File: src/rtl/tmrwc_pkg.sv
/*
  Shared constants for the 8-bit timer waveform compare control block:
  register offsets, field positions, reset values, mode and code values.
  Assumes an 8-bit register port and a single clock domain.
*/
package tmrwc_pkg;
  // Register port widths.
  localparam int unsigned AW = 8;
  localparam int unsigned DW = 8;
  // Register offsets.
  localparam logic [7:0] ADDR_CTRL_A = 8'h24;
  localparam logic [7:0] ADDR_CTRL_B = 8'h25;
  localparam logic [7:0] ADDR_COUNT = 8'h26;
  localparam logic [7:0] ADDR_CMP_A = 8'h27;
  localparam logic [7:0] ADDR_CMP_B = 8'h28;
  localparam logic [7:0] ADDR_FLAGS = 8'h29;
  // Field positions of control register A.
  localparam int CA_COMA_LSB = 6;
  localparam int CA_COMB_LSB = 4;
  localparam int CA_WGM_LSB = 0;
  // Field positions of control register B.
  localparam int CB_FOCA_BIT = 7;
  localparam int CB_FOCB_BIT = 6;
  localparam int CB_WGM2_BIT = 3;
  localparam int CB_CS_LSB = 0;
  // Flag bit positions.
  localparam int FL_TOV_BIT = 0;
  localparam int FL_MA_BIT = 1;
  localparam int FL_MB_BIT = 2;
  // Reset values.
  localparam logic [7:0] CTRL_A_RST = 8'h00;
  localparam logic [7:0] CTRL_B_RST = 8'h00;
  localparam logic [7:0] CNT_RST = 8'h00;
  localparam logic [7:0] CMP_RST = 8'h00;
  localparam logic [2:0] FLAGS_RST = 3'h0;
  // Counter extremes.
  localparam logic [7:0] MAX_VAL = 8'hff;
  localparam logic [7:0] BOTTOM_VAL = 8'h00;
  // Compare output mode codes.
  localparam logic [1:0] COM_OFF = 2'h0;
  localparam logic [1:0] COM_TOGGLE = 2'h1;
  localparam logic [1:0] COM_CLEAR = 2'h2;
  localparam logic [1:0] COM_SET = 2'h3;
  // Waveform mode numbers.
  localparam logic [2:0] WGM_NORMAL = 3'h0;
  localparam logic [2:0] WGM_PHASE_FF = 3'h1;
  localparam logic [2:0] WGM_CTC = 3'h2;
  localparam logic [2:0] WGM_FAST_FF = 3'h3;
  localparam logic [2:0] WGM_PHASE_CA = 3'h5;
  localparam logic [2:0] WGM_FAST_CA = 3'h7;
  // Clock select codes and prescaler masks.
  localparam logic [2:0] CS_STOP = 3'h0;
  localparam logic [2:0] CS_DIV1 = 3'h1;
  localparam logic [2:0] CS_DIV8 = 3'h2;
  localparam logic [2:0] CS_DIV64 = 3'h3;
  localparam logic [2:0] CS_DIV256 = 3'h4;
  localparam logic [2:0] CS_DIV1024 = 3'h5;
  localparam logic [2:0] CS_EXT_FALL = 3'h6;
  localparam logic [2:0] CS_EXT_RISE = 3'h7;
  localparam logic [9:0] MASK_DIV8 = 10'h007;
  localparam logic [9:0] MASK_DIV64 = 10'h03f;
  localparam logic [9:0] MASK_DIV256 = 10'h0ff;
  localparam logic [9:0] MASK_DIV1024 = 10'h3ff;
  // Waveform mode class, one-hot.
  typedef enum logic [2:0] {
    CLS_NORM = 3'b001,
    CLS_FAST = 3'b010,
    CLS_PHASE = 3'b100
  } tmrwc_cls_e;
endpackage : tmrwc_pkg

File: src/rtl/tmrwc_presc.sv
/*
  Prescaler: turns the clock select code into a one-cycle timer tick.
  Assumes the external count input is already synchronous to ref_clk_i.
*/
`timescale 1ns/1ps
module tmrwc_presc (
  input wire logic ref_clk_i,
  input wire logic nrst_i,
  input wire logic [2:0] clock_select_i,
  input wire logic ext_clk_i,
  output logic tick_o
);
  import tmrwc_pkg::*;

  logic [9:0] div_r; // Free running divider.
  logic ext_prev_r; // Previous external level for edge detection.
  logic hit; // Tick condition for this cycle.

  // The divider runs free, so a new divide ratio takes effect mid-period.
  always_ff @(posedge ref_clk_i or negedge nrst_i) begin
    if (!nrst_i) begin
      div_r <= 10'h000;
      ext_prev_r <= 1'b0;
    end else begin
      div_r <= div_r + 10'h001;
      ext_prev_r <= ext_clk_i;
    end
  end

  // Decode the clock source choice.
  always_comb begin
    case (clock_select_i)
      CS_STOP: hit = 1'b0;
      CS_DIV1: hit = 1'b1;
      CS_DIV8: hit = (div_r & MASK_DIV8) == MASK_DIV8;
      CS_DIV64: hit = (div_r & MASK_DIV64) == MASK_DIV64;
      CS_DIV256: hit = (div_r & MASK_DIV256) == MASK_DIV256;
      CS_DIV1024: hit = div_r == MASK_DIV1024;
      CS_EXT_FALL: hit = ext_prev_r && !ext_clk_i;
      CS_EXT_RISE: hit = !ext_prev_r && ext_clk_i;
      default: hit = 1'b0;
    endcase
  end

  // The tick is registered so that it is glitch free.
  always_ff @(posedge ref_clk_i or negedge nrst_i) begin
    if (!nrst_i) begin
      tick_o <= 1'b0;
    end else begin
      tick_o <= hit;
    end
  end
endmodule : tmrwc_presc

File: src/rtl/tmrwc_top.sv
/*
  Eight-bit timer with two waveform compare channels, control registers,
  counter, compare buffers and flags behind a plain register port.
  Assumes the port pins take the override enables, and that pin direction
  is set by software elsewhere.
*/
// Summary of operation
// - nonzero output mode makes output take the pin
// - channel A non-PWM: off, toggle, clear, set
// - channel A fast PWM codes with bottom actions
// - fast PWM compare at TOP: bottom action only
// - channel A phase-correct codes by count direction
// - phase-correct compare at TOP: action at TOP
// - channel B non-PWM: off, toggle, clear, set
// - channel B fast PWM, code 01 reserved
// - channel B phase-correct, code 01 reserved
// - control A bits 3 and 2 read zero
// - waveform mode selects counting and TOP source
// - compare update immediate, at TOP or BOTTOM
// - overflow flag point depends on mode
// - force strobe acts only in non-PWM modes
// - force A applies compare match to output
// - force is strobe using current output mode
// - force sets no flag, clears no counter
// - force A bit is write-only, reads zero
// - clock select chooses counter clock source
// - force B acts like force A on B
// - match flags set on match, one clears
`timescale 1ns/1ps
module tmrwc_top (
  input wire logic ref_clk_i,
  input wire logic nrst_i,
  input wire logic [tmrwc_pkg::AW-1:0] addr_i,
  input wire logic [tmrwc_pkg::DW-1:0] wdata_i,
  input wire logic wr_i,
  input wire logic rd_i,
  input wire logic ext_clk_i,
  output logic [tmrwc_pkg::DW-1:0] rdata_o,
  output logic wave_out_a_o,
  output logic wave_out_b_o,
  output logic wave_ovr_a_o,
  output logic wave_ovr_b_o,
  output logic overflow_flag_o,
  output logic match_flag_a_o,
  output logic match_flag_b_o
);
  import tmrwc_pkg::*;

  // Control fields.
  logic [1:0] com_a_r; // Channel A output mode.
  logic [1:0] com_b_r; // Channel B output mode.
  logic [1:0] wgm_lo_r; // Low waveform mode bits.
  logic wgm2_r; // Waveform mode bit 2.
  logic [2:0] cs_r; // Clock select.
  // Counter state.
  logic [7:0] cnt_r; // Counter value.
  logic up_r; // Counting up in phase-correct modes.
  logic blk_r; // Match blocked after a counter write.
  logic [2:0] flags_r; // Match B, match A, overflow.
  logic [7:0] rdata_r; // Read data register.
  logic [1:0] ovr_r; // Pin override enables.
  // Per channel state, one element per channel.
  logic [7:0] cmp_buf_r [2]; // Software side compare value.
  logic [7:0] cmp_act_r [2]; // Compare value in use.
  logic wave_r [2]; // Waveform output level.
  logic m_w [2]; // Compare match this cycle.
  logic force_w [2]; // Force strobe this cycle.
  logic wr_cmp_w [2]; // Write to this channel's compare.
  // Decoded combinational values.
  logic [2:0] wgm; // Full waveform mode.
  tmrwc_cls_e cls; // Mode class.
  logic [7:0] top; // Current TOP value.
  logic at_top; // Counter is at TOP.
  logic tick; // Timer clock enable.
  logic nxt_up; // Direction for the next phase-correct step.
  logic tov_ev; // Overflow event.
  logic wrap_ev; // Fast PWM wrap from TOP to BOTTOM.
  logic top_ev; // Phase-correct turn at TOP.
  logic upd; // Load buffered compare values.
  logic wr_ca, wr_cb, wr_cnt, wr_fl; // Write decodes.

  assign wr_ca = wr_i && (addr_i == ADDR_CTRL_A);
  assign wr_cb = wr_i && (addr_i == ADDR_CTRL_B);
  assign wr_cnt = wr_i && (addr_i == ADDR_COUNT);
  assign wr_fl = wr_i && (addr_i == ADDR_FLAGS);
  assign wr_cmp_w[0] = wr_i && (addr_i == ADDR_CMP_A);
  assign wr_cmp_w[1] = wr_i && (addr_i == ADDR_CMP_B);
  assign wgm = {wgm2_r, wgm_lo_r};

  // Timer clock enable from the prescaler.
  tmrwc_presc u_presc (
    .ref_clk_i(ref_clk_i),
    .nrst_i(nrst_i),
    .clock_select_i(cs_r),
    .ext_clk_i(ext_clk_i),
    .tick_o(tick)
  );

  // Mode class and TOP source. Reserved modes 4 and 6 count as normal.
  always_comb begin
    case (wgm)
      WGM_PHASE_FF, WGM_PHASE_CA: cls = CLS_PHASE;
      WGM_FAST_FF, WGM_FAST_CA: cls = CLS_FAST;
      default: cls = CLS_NORM;
    endcase
    if (wgm == WGM_CTC || wgm == WGM_PHASE_CA || wgm == WGM_FAST_CA) begin
      top = cmp_act_r[0];
    end else begin
      top = MAX_VAL;
    end
  end

  assign at_top = cnt_r == top;
  assign nxt_up = up_r ? !at_top : (cnt_r == BOTTOM_VAL);
  assign wrap_ev = tick && at_top && (cls == CLS_FAST);
  assign top_ev = tick && at_top && up_r && (cls == CLS_PHASE);
  // Buffered compare values load at BOTTOM or at TOP.
  assign upd = wrap_ev || top_ev;

  // Overflow point per mode.
  always_comb begin
    if (cls == CLS_PHASE) begin
      tov_ev = tick && !up_r && (cnt_r == BOTTOM_VAL);
    end else if (wgm == WGM_FAST_CA) begin
      tov_ev = tick && at_top;
    end else begin
      tov_ev = tick && (cnt_r == MAX_VAL);
    end
  end

  // Control registers. Force bits are never stored, they only strobe.
  always_ff @(posedge ref_clk_i or negedge nrst_i) begin
    if (!nrst_i) begin
      com_a_r <= CTRL_A_RST[CA_COMA_LSB +: 2];
      com_b_r <= CTRL_A_RST[CA_COMB_LSB +: 2];
      wgm_lo_r <= CTRL_A_RST[CA_WGM_LSB +: 2];
      wgm2_r <= CTRL_B_RST[CB_WGM2_BIT];
      cs_r <= CTRL_B_RST[CB_CS_LSB +: 3];
    end else begin
      if (wr_ca) begin
        com_a_r <= wdata_i[CA_COMA_LSB +: 2];
        com_b_r <= wdata_i[CA_COMB_LSB +: 2];
        wgm_lo_r <= wdata_i[CA_WGM_LSB +: 2];
      end
      if (wr_cb) begin
        wgm2_r <= wdata_i[CB_WGM2_BIT];
        cs_r <= wdata_i[CB_CS_LSB +: 3];
      end
    end
  end

  // Counter: single slope in normal and fast modes, dual slope in phase-correct.
  // A forced compare never touches it, so it never clears it early.
  always_ff @(posedge ref_clk_i or negedge nrst_i) begin
    if (!nrst_i) begin
      cnt_r <= CNT_RST;
      up_r <= 1'b1;
    end else if (wr_cnt) begin
      cnt_r <= wdata_i;
    end else if (tick) begin
      if (cls == CLS_PHASE) begin
        up_r <= nxt_up;
        cnt_r <= nxt_up ? cnt_r + 8'h01 : cnt_r - 8'h01;
      end else begin
        up_r <= 1'b1;
        cnt_r <= at_top ? BOTTOM_VAL : cnt_r + 8'h01;
      end
    end
  end

  // A counter write suppresses the match on the next timer tick.
  always_ff @(posedge ref_clk_i or negedge nrst_i) begin
    if (!nrst_i) begin
      blk_r <= 1'b0;
    end else if (wr_cnt) begin
      blk_r <= 1'b1;
    end else if (tick) begin
      blk_r <= 1'b0;
    end
  end

  // Flags: write one clears, a new event in the same cycle wins.
  always_ff @(posedge ref_clk_i or negedge nrst_i) begin
    if (!nrst_i) begin
      flags_r <= FLAGS_RST;
    end else begin
      flags_r <= (flags_r & ~(wr_fl ? wdata_i[2:0] : 3'h0))
        | {m_w[1], m_w[0], tov_ev};
    end
  end

  // Override enables track the output mode fields.
  always_ff @(posedge ref_clk_i or negedge nrst_i) begin
    if (!nrst_i) begin
      ovr_r <= 2'h0;
    end else begin
      ovr_r <= {|com_b_r, |com_a_r};
    end
  end

  // Read data stand only in the cycle after the read strobe.
  always_ff @(posedge ref_clk_i or negedge nrst_i) begin
    if (!nrst_i) begin
      rdata_r <= 8'h00;
    end else if (rd_i) begin
      case (addr_i)
        ADDR_CTRL_A: rdata_r <= {com_a_r, com_b_r, 2'h0, wgm_lo_r};
        ADDR_CTRL_B: rdata_r <= {4'h0, wgm2_r, cs_r};
        ADDR_COUNT: rdata_r <= cnt_r;
        ADDR_CMP_A: rdata_r <= cmp_buf_r[0];
        ADDR_CMP_B: rdata_r <= cmp_buf_r[1];
        ADDR_FLAGS: rdata_r <= {5'h00, flags_r};
        default: rdata_r <= 8'h00;
      endcase
    end else begin
      rdata_r <= 8'h00;
    end
  end

  assign rdata_o = rdata_r;
  assign wave_out_a_o = wave_r[0];
  assign wave_out_b_o = wave_r[1];
  assign wave_ovr_a_o = ovr_r[0];
  assign wave_ovr_b_o = ovr_r[1];
  assign overflow_flag_o = flags_r[FL_TOV_BIT];
  assign match_flag_a_o = flags_r[FL_MA_BIT];
  assign match_flag_b_o = flags_r[FL_MB_BIT];

  // One compare channel per iteration; channel 0 is A, channel 1 is B.
  for (genvar g = 0; g < 2; g++) begin : gen_ch
    logic [1:0] com; // This channel's output mode.
    logic special; // Compare equals TOP with upper mode bit set.
    logic tog_ok; // Toggle allowed in this mode.
    assign com = (g == 0) ? com_a_r : com_b_r;
    assign special = com[1] && (cmp_act_r[g] == top);
    // Toggle in PWM modes exists only on A with mode bit 2 set.
    assign tog_ok = (com == COM_TOGGLE) && ((cls == CLS_NORM) || (g == 0 && wgm2_r));
    // Match on each timer tick against the active value.
    assign m_w[g] = tick && !blk_r && (cnt_r == cmp_act_r[g]);
    // Force strobe, taken only in non-PWM modes.
    assign force_w[g] = wr_cb && wdata_i[(g == 0) ? CB_FOCA_BIT : CB_FOCB_BIT]
      && (cls == CLS_NORM);

    // Software side compare value.
    always_ff @(posedge ref_clk_i or negedge nrst_i) begin
      if (!nrst_i) begin
        cmp_buf_r[g] <= CMP_RST;
      end else if (wr_cmp_w[g]) begin
        cmp_buf_r[g] <= wdata_i;
      end
    end

    // Active value: immediate in non-PWM, double buffered in PWM.
    always_ff @(posedge ref_clk_i or negedge nrst_i) begin
      if (!nrst_i) begin
        cmp_act_r[g] <= CMP_RST;
      end else if (cls == CLS_NORM) begin
        cmp_act_r[g] <= wr_cmp_w[g] ? wdata_i : cmp_buf_r[g];
      end else if (upd) begin
        cmp_act_r[g] <= cmp_buf_r[g];
      end
    end

    // Waveform generator. The reserved code 01 on B in PWM does nothing.
    always_ff @(posedge ref_clk_i or negedge nrst_i) begin
      if (!nrst_i) begin
        wave_r[g] <= 1'b0;
      end else begin
        case (cls)
          CLS_NORM: begin
            // Match or forced match, decided by the present mode.
            if (m_w[g] || force_w[g]) begin
              case (com)
                COM_TOGGLE: wave_r[g] <= !wave_r[g];
                COM_CLEAR: wave_r[g] <= 1'b0;
                COM_SET: wave_r[g] <= 1'b1;
                default: wave_r[g] <= wave_r[g];
              endcase
            end
          end
          CLS_FAST: begin
            if (m_w[g] && !special) begin
              // Match action of fast PWM.
              if (tog_ok) begin
                wave_r[g] <= !wave_r[g];
              end else if (com[1]) begin
                wave_r[g] <= com[0];
              end
            end else if (wrap_ev && com[1]) begin
              // Bottom action, the only one when compare is TOP.
              wave_r[g] <= !com[0];
            end
          end
          CLS_PHASE: begin
            if (special) begin
              // Compare at TOP: match ignored, level set at TOP.
              if (top_ev) begin
                wave_r[g] <= !com[0];
              end
            end else if (m_w[g]) begin
              // Up-count match clears for 10, down-count sets.
              if (tog_ok) begin
                wave_r[g] <= !wave_r[g];
              end else if (com[1]) begin
                wave_r[g] <= up_r ? com[0] : !com[0];
              end
            end
          end
          default: wave_r[g] <= wave_r[g];
        endcase
      end
    end

  end
endmodule : tmrwc_top

File: config.mk
export PLATFORM = sky130hd
export DESIGN_NAME = tmrwc_top
export DESIGN_NICKNAME = d
export VERILOG_FILES = /design/src/rtl/tmrwc_pkg.sv /design/src/rtl/tmrwc_presc.sv /design/src/rtl/tmrwc_top.sv
export SDC_FILE = /design/constraint.sdc
export NUM_CORES = 1
export LEC_CHECK = 0
export BUFFER_PORTS_ARGS = -buffer_cell sky130_fd_sc_hd__buf_2
export CAP_MARGIN = 10
export CORE_ASPECT_RATIO = 0.6
export CORE_UTILIZATION = 50
export DETAILED_ROUTE_END_ITERATION = 7
export GPL_ROUTABILITY_DRIVEN = 0
export MAX_ROUTING_LAYER = met4
export PLACE_DENSITY = 0.68
export SYNTH_ARGS = -nofsm -noshare
export SYNTH_HDL_FRONTEND = slang
export SYNTH_HIERARCHICAL = 1
export SYNTH_SLANG_ARGS = --single-unit
File: constraint.sdc
create_clock -name ref_clk_i -period 5.9 [get_ports ref_clk_i]
set_input_delay 1.475 -clock ref_clk_i [delete_from_list [all_inputs] [get_ports ref_clk_i]]
set_output_delay 1.475 -clock ref_clk_i [all_outputs]
set_load 0.05 [all_outputs]
Word-level counts from Yosys, hierarchy flattened
Cells that the tools add are included.

operators by class
  $add $sub $neg = 3
  eq/ne operators = 51
  multiplexer cells = 49
  bitwise operators = 4
  reduce and logical (&&, ||, !) cells = 59

operators with widths
  operator                                                                count
  8-bit 2-to-1 mux                                                        13
  8-bit by 6-bit equality test with 1-bit output (second input constant)  6
  8-bit one-hot mux with 6 select lines                                   1
  8-bit equality test                                                     5
  1-bit logical AND                                                       30
  1-bit 2-to-1 mux                                                        28
  3-bit equality test (second input constant)                             8
  8-bit equality test (second input constant)                             2
  4-bit inequality test (second input constant)                           4
  8-bit AND reduction                                                     2
  3-bit by 2-bit equality test with 1-bit output (second input constant)  5
  3-bit inequality test (second input constant)                           4
  1-bit one-hot mux with 3 select lines                                   4
  1-bit logical NOT                                                       11
  10-bit by 1-bit adder with 10-bit output (second input constant)        1
  10-bit equality test (second input constant)                            1
  3-bit by 1-bit equality test with 1-bit output (second input constant)  3
  8-bit by 1-bit adder with 8-bit output (second input constant)          1
  2-bit equality test (second input constant)                             4
  8-bit logical NOT                                                       1
  1-bit one-hot mux with 8 select lines                                   1
  2-bit OR reduction                                                      4
  8-bit by 1-bit subtractor with 8-bit output (second input constant)     1
  6-bit equality test (second input constant)                             1
  other kinds (16)                                                        25

word-level totals
  bits in registers = 79
  input port bits = 21
  output and inout port bits = 15
  word-level logic and storage cells = 186

Depth between registers and ports, before layout
  depth in word-level cells = 11
  mapped depth = 12
  depth with buffers taken out = 10

By module
The synthesis kept the hierarchy.

by module, submodules not included
  module       times used  cells an instance  area an instance (µm²)  seq. area each (µm²)
  tmrwc_top    1           500                4461.8                  1677.9
  tmrwc_presc  1           45                 523.0                   300.3

Worst setup path before layout
Ideal clock, no wire load.

  path kind = input to register
  from = input addr_i[4] (netlist bit)
  to = register wave_r, in the netlist wave_out_b_o
  library setup time = 0.128 ns
  arrival time = 3.394 ns
  required time = 5.772 ns
  setup slack = 2.378 ns
  stages = 8
  buffers on the path = 1
  path through = nor4b_1 -> nand3b_1 -> or3_1 -> clkbuf_1 -> o211ai_1 -> o211ai_1 -> a211oi_1 -> mux2_1

on the way
  longest elaborated chain between the ends = 7

ends and longest elaborated chain
  what                                                        RTL line          source
  from (decl)                                                 tmrwc_top.sv:33   input wire logic [tmrwc_pkg::AW-1:0] addr_i,
  8-bit by 6-bit equality test with 1-bit output              tmrwc_top.sv:83   assign wr_cb = wr_i && (addr_i == ADDR_CTRL_B);
  1-bit logical AND                                           tmrwc_top.sv:83
  1-bit logical AND                                           tmrwc_top.sv:241  assign force_w[g] = wr_cb && wdata_i[(g == 0) ? CB_FOCA_BIT : CB_FOCB_BIT]
  1-bit logical AND                                           tmrwc_top.sv:242  && (cls == CLS_NORM);
  1-bit logical OR                                            tmrwc_top.sv:272  if (m_w[g] || force_w[g]) begin
  2-bit by 1-bit inequality test with 1-bit output (no line)  --
  8-bit AND reduction (no line)                               --
  to (signal, indexed assignment)                             tmrwc_top.sv:274  COM_TOGGLE: wave_r[g] <= !wave_r[g];
  to (signal, indexed assignment)                             tmrwc_top.sv:277  default: wave_r[g] <= wave_r[g];
  to (signal, indexed assignment)                             tmrwc_top.sv:285  wave_r[g] <= !wave_r[g];
  to (decl)                                                   tmrwc_top.sv:65   logic wave_r [2];

No other way between the ends.
A chain may end at the register's enable or synchronous reset.

Worst setup path after layout
  from = register cnt_r[4]
  to = register cmp_act_r[12] (netlist bit)

on the way
  longest elaborated chain between the ends = 6
  elaborated cells on any way between the ends = 7
  those cells by class = 1 x eq/ne; 6 x reduce/logical

ends and longest elaborated chain
  what                             RTL line                            source
  from (decl)                      tmrwc_top.sv:56                     logic [7:0] cnt_r;
  from (signal assigned)           tmrwc_top.sv:159                    cnt_r <= wdata_i;
  from (signal assigned)           tmrwc_top.sv:163                    cnt_r <= nxt_up ? cnt_r + 8'h01 : cnt_r - 8'h01;
  from (signal assigned)           tmrwc_top.sv:166                    cnt_r <= at_top ? BOTTOM_VAL : cnt_r + 8'h01;
  8-bit equality test *            tmrwc_top.sv:113                    assign at_top = cnt_r == top;
  1-bit logical AND *              tmrwc_top.sv:115, tmrwc_top.sv:116
  1-bit logical AND (2 in a row)   tmrwc_top.sv:116                    assign top_ev = tick && at_top && up_r && (cls == CLS_PHASE);
  1-bit logical OR *               tmrwc_top.sv:118                    assign upd = wrap_ev || top_ev;
  2-bit nonzero test (no line) *   --
  to (signal, indexed assignment)  tmrwc_top.sv:258                    cmp_act_r[g] <= wr_cmp_w[g] ? wdata_i : cmp_buf_r[g];
  to (signal, indexed assignment)  tmrwc_top.sv:260                    cmp_act_r[g] <= cmp_buf_r[g];
  to (decl)                        tmrwc_top.sv:64                     logic [7:0] cmp_act_r [2];

Every way passes the cells marked *; elsewhere a longest branch is shown, timed or not.

==> summary.json <==
{
  "status": "finished, final reports clean",
  "cellPowerDensity_nw_per_um2": 307.4,
  "synth.ff_latch_count": 79,
  "clockRootBuffer": "clkbuf_16",
  "syn_avg_cell_area_um2": 9.146,
  "vias": 4428,
  "met2_usage_pct": 41.48,
  "initial_utilization_pct": 52.89,
  "cts_resized": 0,
  "min-delay-path-class": "reg2reg",
  "worst-slew-pin-transition_ps": 1062,
  "globalRouteTotalUtil_pct": 31.66,
  "numClockSinks": 79,
  "ant_nets": 0,
  "antenna-diode-count": 0,
  "min_period_over_period_pct": 66.31,
  "grt_first_pass_wirelength_mm": 23.27,
  "finish.cell_count_without_fillers": 692,
  "placement.io_buffers": 35,
  "cts_buffer_depth": 2,
  "power.switching_uw": 604.6,
  "yosys.cell_types.count": 66,
  "combinational_fraction_of_design_power_pct": 23.2,
  "static-leakage-power_nw": 2.472,
  "sw_frac_of_total_pct": 35.99,
  "setup_tns_ps": 0,
  "synth-edff-count": 0,
  "internal_power_mw": 1.075,
  "netlist_area_um2": 4985,
  "top_ff_cell_synth": "dfrtp_1",
  "ir_worst_vdd_v": 0.0001678,
  "critPathBufInv": 0,
  "clock_latency_ps": 340,
  "vias_per_cell": 6.399,
  "critPathMaxStageDelay_ps": 700,
  "timing.max_slew.rel_slack_pct": 29.22,
  "die_span_x_um": 130.9,
  "filler_cell_count_in_the_final_layout": 829,
  "tritoncts": "done",
  "fp.coreArea_um2": 9425,
  "timing.critical_path.from_type": "register",
  "antenna_found_initial": 0,
  "number_of_setup_buffers_added_after_cts": 0,
  "wl_per_cell_um": 21.47,
  "met1_usage_pct": 45.12,
  "rsz0062_at_grt": "false",
  "minimum_clock_period_ps": 3912,
  "yosys_warnings": 6,
  "total_power_mw": 1.680,
  "fmaxAchievable_ghz": 0.2556,
  "crit_required_ps": 6110,
  "final-hold-violation-count": 0,
  "layout_setup_ws_ps": 1988,
  "dp_cells": 676,
  "grt.met3_usage_pct": 10.18,
  "whs_ps": 455.4,
  "synth_area_leader_cell": "dfrtp_1",
  "pwr-share-seq_pct": 44.0,
  "die_height_um": 79.34,
  "worst_path_max_delay_cell": "nor4_2",
  "cap_viol_max_count": 0,
  "rows": 27,
  "largest_net_degree_at_the_start_of_global_routing": 80,
  "final_layout_size_suffix_gt1_share_pct": 15.48,
  "totalWireLength_mm": 14.86,
  "end_kind": "register",
  "setup_viol": 0,
  "synth.most_common_cell": "dfrtp_1",
  "grt-ovfl-total": 0,
  "floorplan.die_area_um2": 10390,
  "dp_slack_ps": 1851,
  "grt_pass1_vias": 4193,
  "clkPwrFrac_pct": 32.8,
  "reg_to_reg_setup_timing_slack_ps": 1990,
  "drc": 0,
  "clkSlewWorstSetupHoldPaths_ps": 60,
  "synth_fp_nets": 575,
  "top_usage_layer": "met1",
  "ioPinCount": 36,
  "largest_delay_contributor_family_on_the_critical_path": "simple AND/OR/NAND/NOR gates",
  "syn_to_final_growth_pct": 9.613,
  "tritonroute_pass_1_iters": 5,
  "tritoncts.num_buffers": 9,
  "synth_commonest_cells": "78 x dfrtp_1, 58 x nand2_1, 35 x nor2_1",
  "crit_path_max_fanout": 18,
  "crit_type": "reg2reg",
  "cts-htree-levels": 3,
  "finalMaxSlewViolations": 0,
  "synth_seq_area_share_pct": 39.68,
  "layout.nets": 587,
  "synth_largest_type_area_fraction_pct": 39.16,
  "clock_skew_ps": 6.910,
  "synthCells": 545,
  "crit_chain": "nor2b_1 -> a2111oi_0 -> o221ai_1 -> nor4_2 -> nand2_1 -> or2_1 -> mux2i_1 -> o21ai_1",
  "synth.top_cells.by_area": "dfrtp_1 39%, mux2_2 5.9%, mux2i_1 5.0%, nand2_1 4.4%, a21oi_1 3.1%",
  "detailed_place_hpwl_mm": 10.59,
  "ctsHoldBuffers": 0,
  "async_flop_share_pct": 100.0,
  "arrival_ps": 4130,
  "detail_route.iter0.violations": 552
}
==> cell families after synthesis <==
family,count (synthesis),synth area share [%]
AOI/OAI and AO/OA,144,19.48
xor gates and xnor gates,26,4.568
adders and majority gates,9,2.259
buffers and inverters,57,4.945
DFF,79,39.68
muxes,52,11.12
and+or+nand+nor,178,17.95
==> stage by stage <==
step | area, µm² | utilization, %
2_1_floorplan | 4985 | -
3_3_place_gp | 5172 | 54.88
3_5_place_dp | 5172 | 54.88
4_1_cts | 5464 | 57.97
5_1_grt | 5464 | 57.97
6_report | 5464 | 57.97
==> layout by cell type (no fill, tap or decap), drive strengths merged, types with 4 or more instances in the layout <==
cell and count:
buf 37, nand3 12, nand2 58, or2 4, o21ai 40, ha 9, mux2 27, xor2 17
a31oi 8, mux2i 25, clkbuf 11, nor3 12, o211ai 4, inv 20, a21oi 31, nand3b 4
nor2b 14, a2111oi 6, nand2b 5, nor4 7, xnor2 9, a22oi 4, dfrtp 78, nand4 7
a211oi 9, and3 8, o221ai 5, nor2 35
==> per-layer routing <==
| layer | part of all wire (%) | up-vias |
|---|---|---|
| met5 | 0 | - |
| met2 | 40 | 278 |
| met1 | 46 | 2110 |
| met4 | 2.3 | 0 |
| li1 | - | 2006 |
| met3 | 12 | 34 |
==> power groups by stage <==
stage	clock, mW	combinational (mW)	sequential (mW)
5_1_grt	0.581	0.433	0.747
3_5_place_dp	0	0.381	0.739
4_1_cts	0.557	0.385	0.731
3_3_place_gp	0	0.367	0.739
2_1_floorplan	0	0.338	0.661
6_report	0.552	0.389	0.739
==> area by class of cell <==
cell class	instances	area, µm²	area share [%]
Multi-Input combinational cell	409	2760	50.52
Sequential cell	79	1978	36.20
Inverter	21	78.83	1.443
Clock inverter	5	58.81	1.076
Tap cell	130	162.7	2.977
Timing Repair Buffer	37	192.7	3.526
Clock buffer	11	232.7	4.259
==> state kept, by name, indices dropped and copies added, names as in the netlist <==
| register | count |
|---|---|
| cmp_act_r | 16 |
| cmp_buf_r | 16 |
| u_presc/div_r | 10 |
| cnt_r | 8 |
| rdata_o | 8 |
| cs_r | 3 |
| flags_r | 3 |
| com_a_r | 2 |
| com_b_r | 2 |
| ovr_r | 2 |
| wgm_lo_r | 2 |
| blk_r | 1 |
| u_presc/ext_prev_r | 1 |
| u_presc/tick_o | 1 |
| up_r | 1 |
| wave_out_a_o | 1 |
| wave_out_b_o | 1 |
| wgm2_r | 1 |
==> worst paths after layout <==
kind | depth (start not counted) | startpoint | endpoint
worst max-delay path | 8 | cnt_r[4] | cmp_act_r[12]
worst min-delay path | 1 | u_presc/div_r[0] | u_presc/div_r[0]
worst max register to register | 8 | cnt_r[4] | cmp_act_r[12]
worst min register to register | 1 | u_presc/div_r[0] | u_presc/div_r[0]
max in group asynchronous | 1 | nrst_i | u_presc/div_r[5]
min in group asynchronous | 1 | nrst_i | u_presc/div_r[9]
Note: power is estimated with default switching activity, not from simulation.
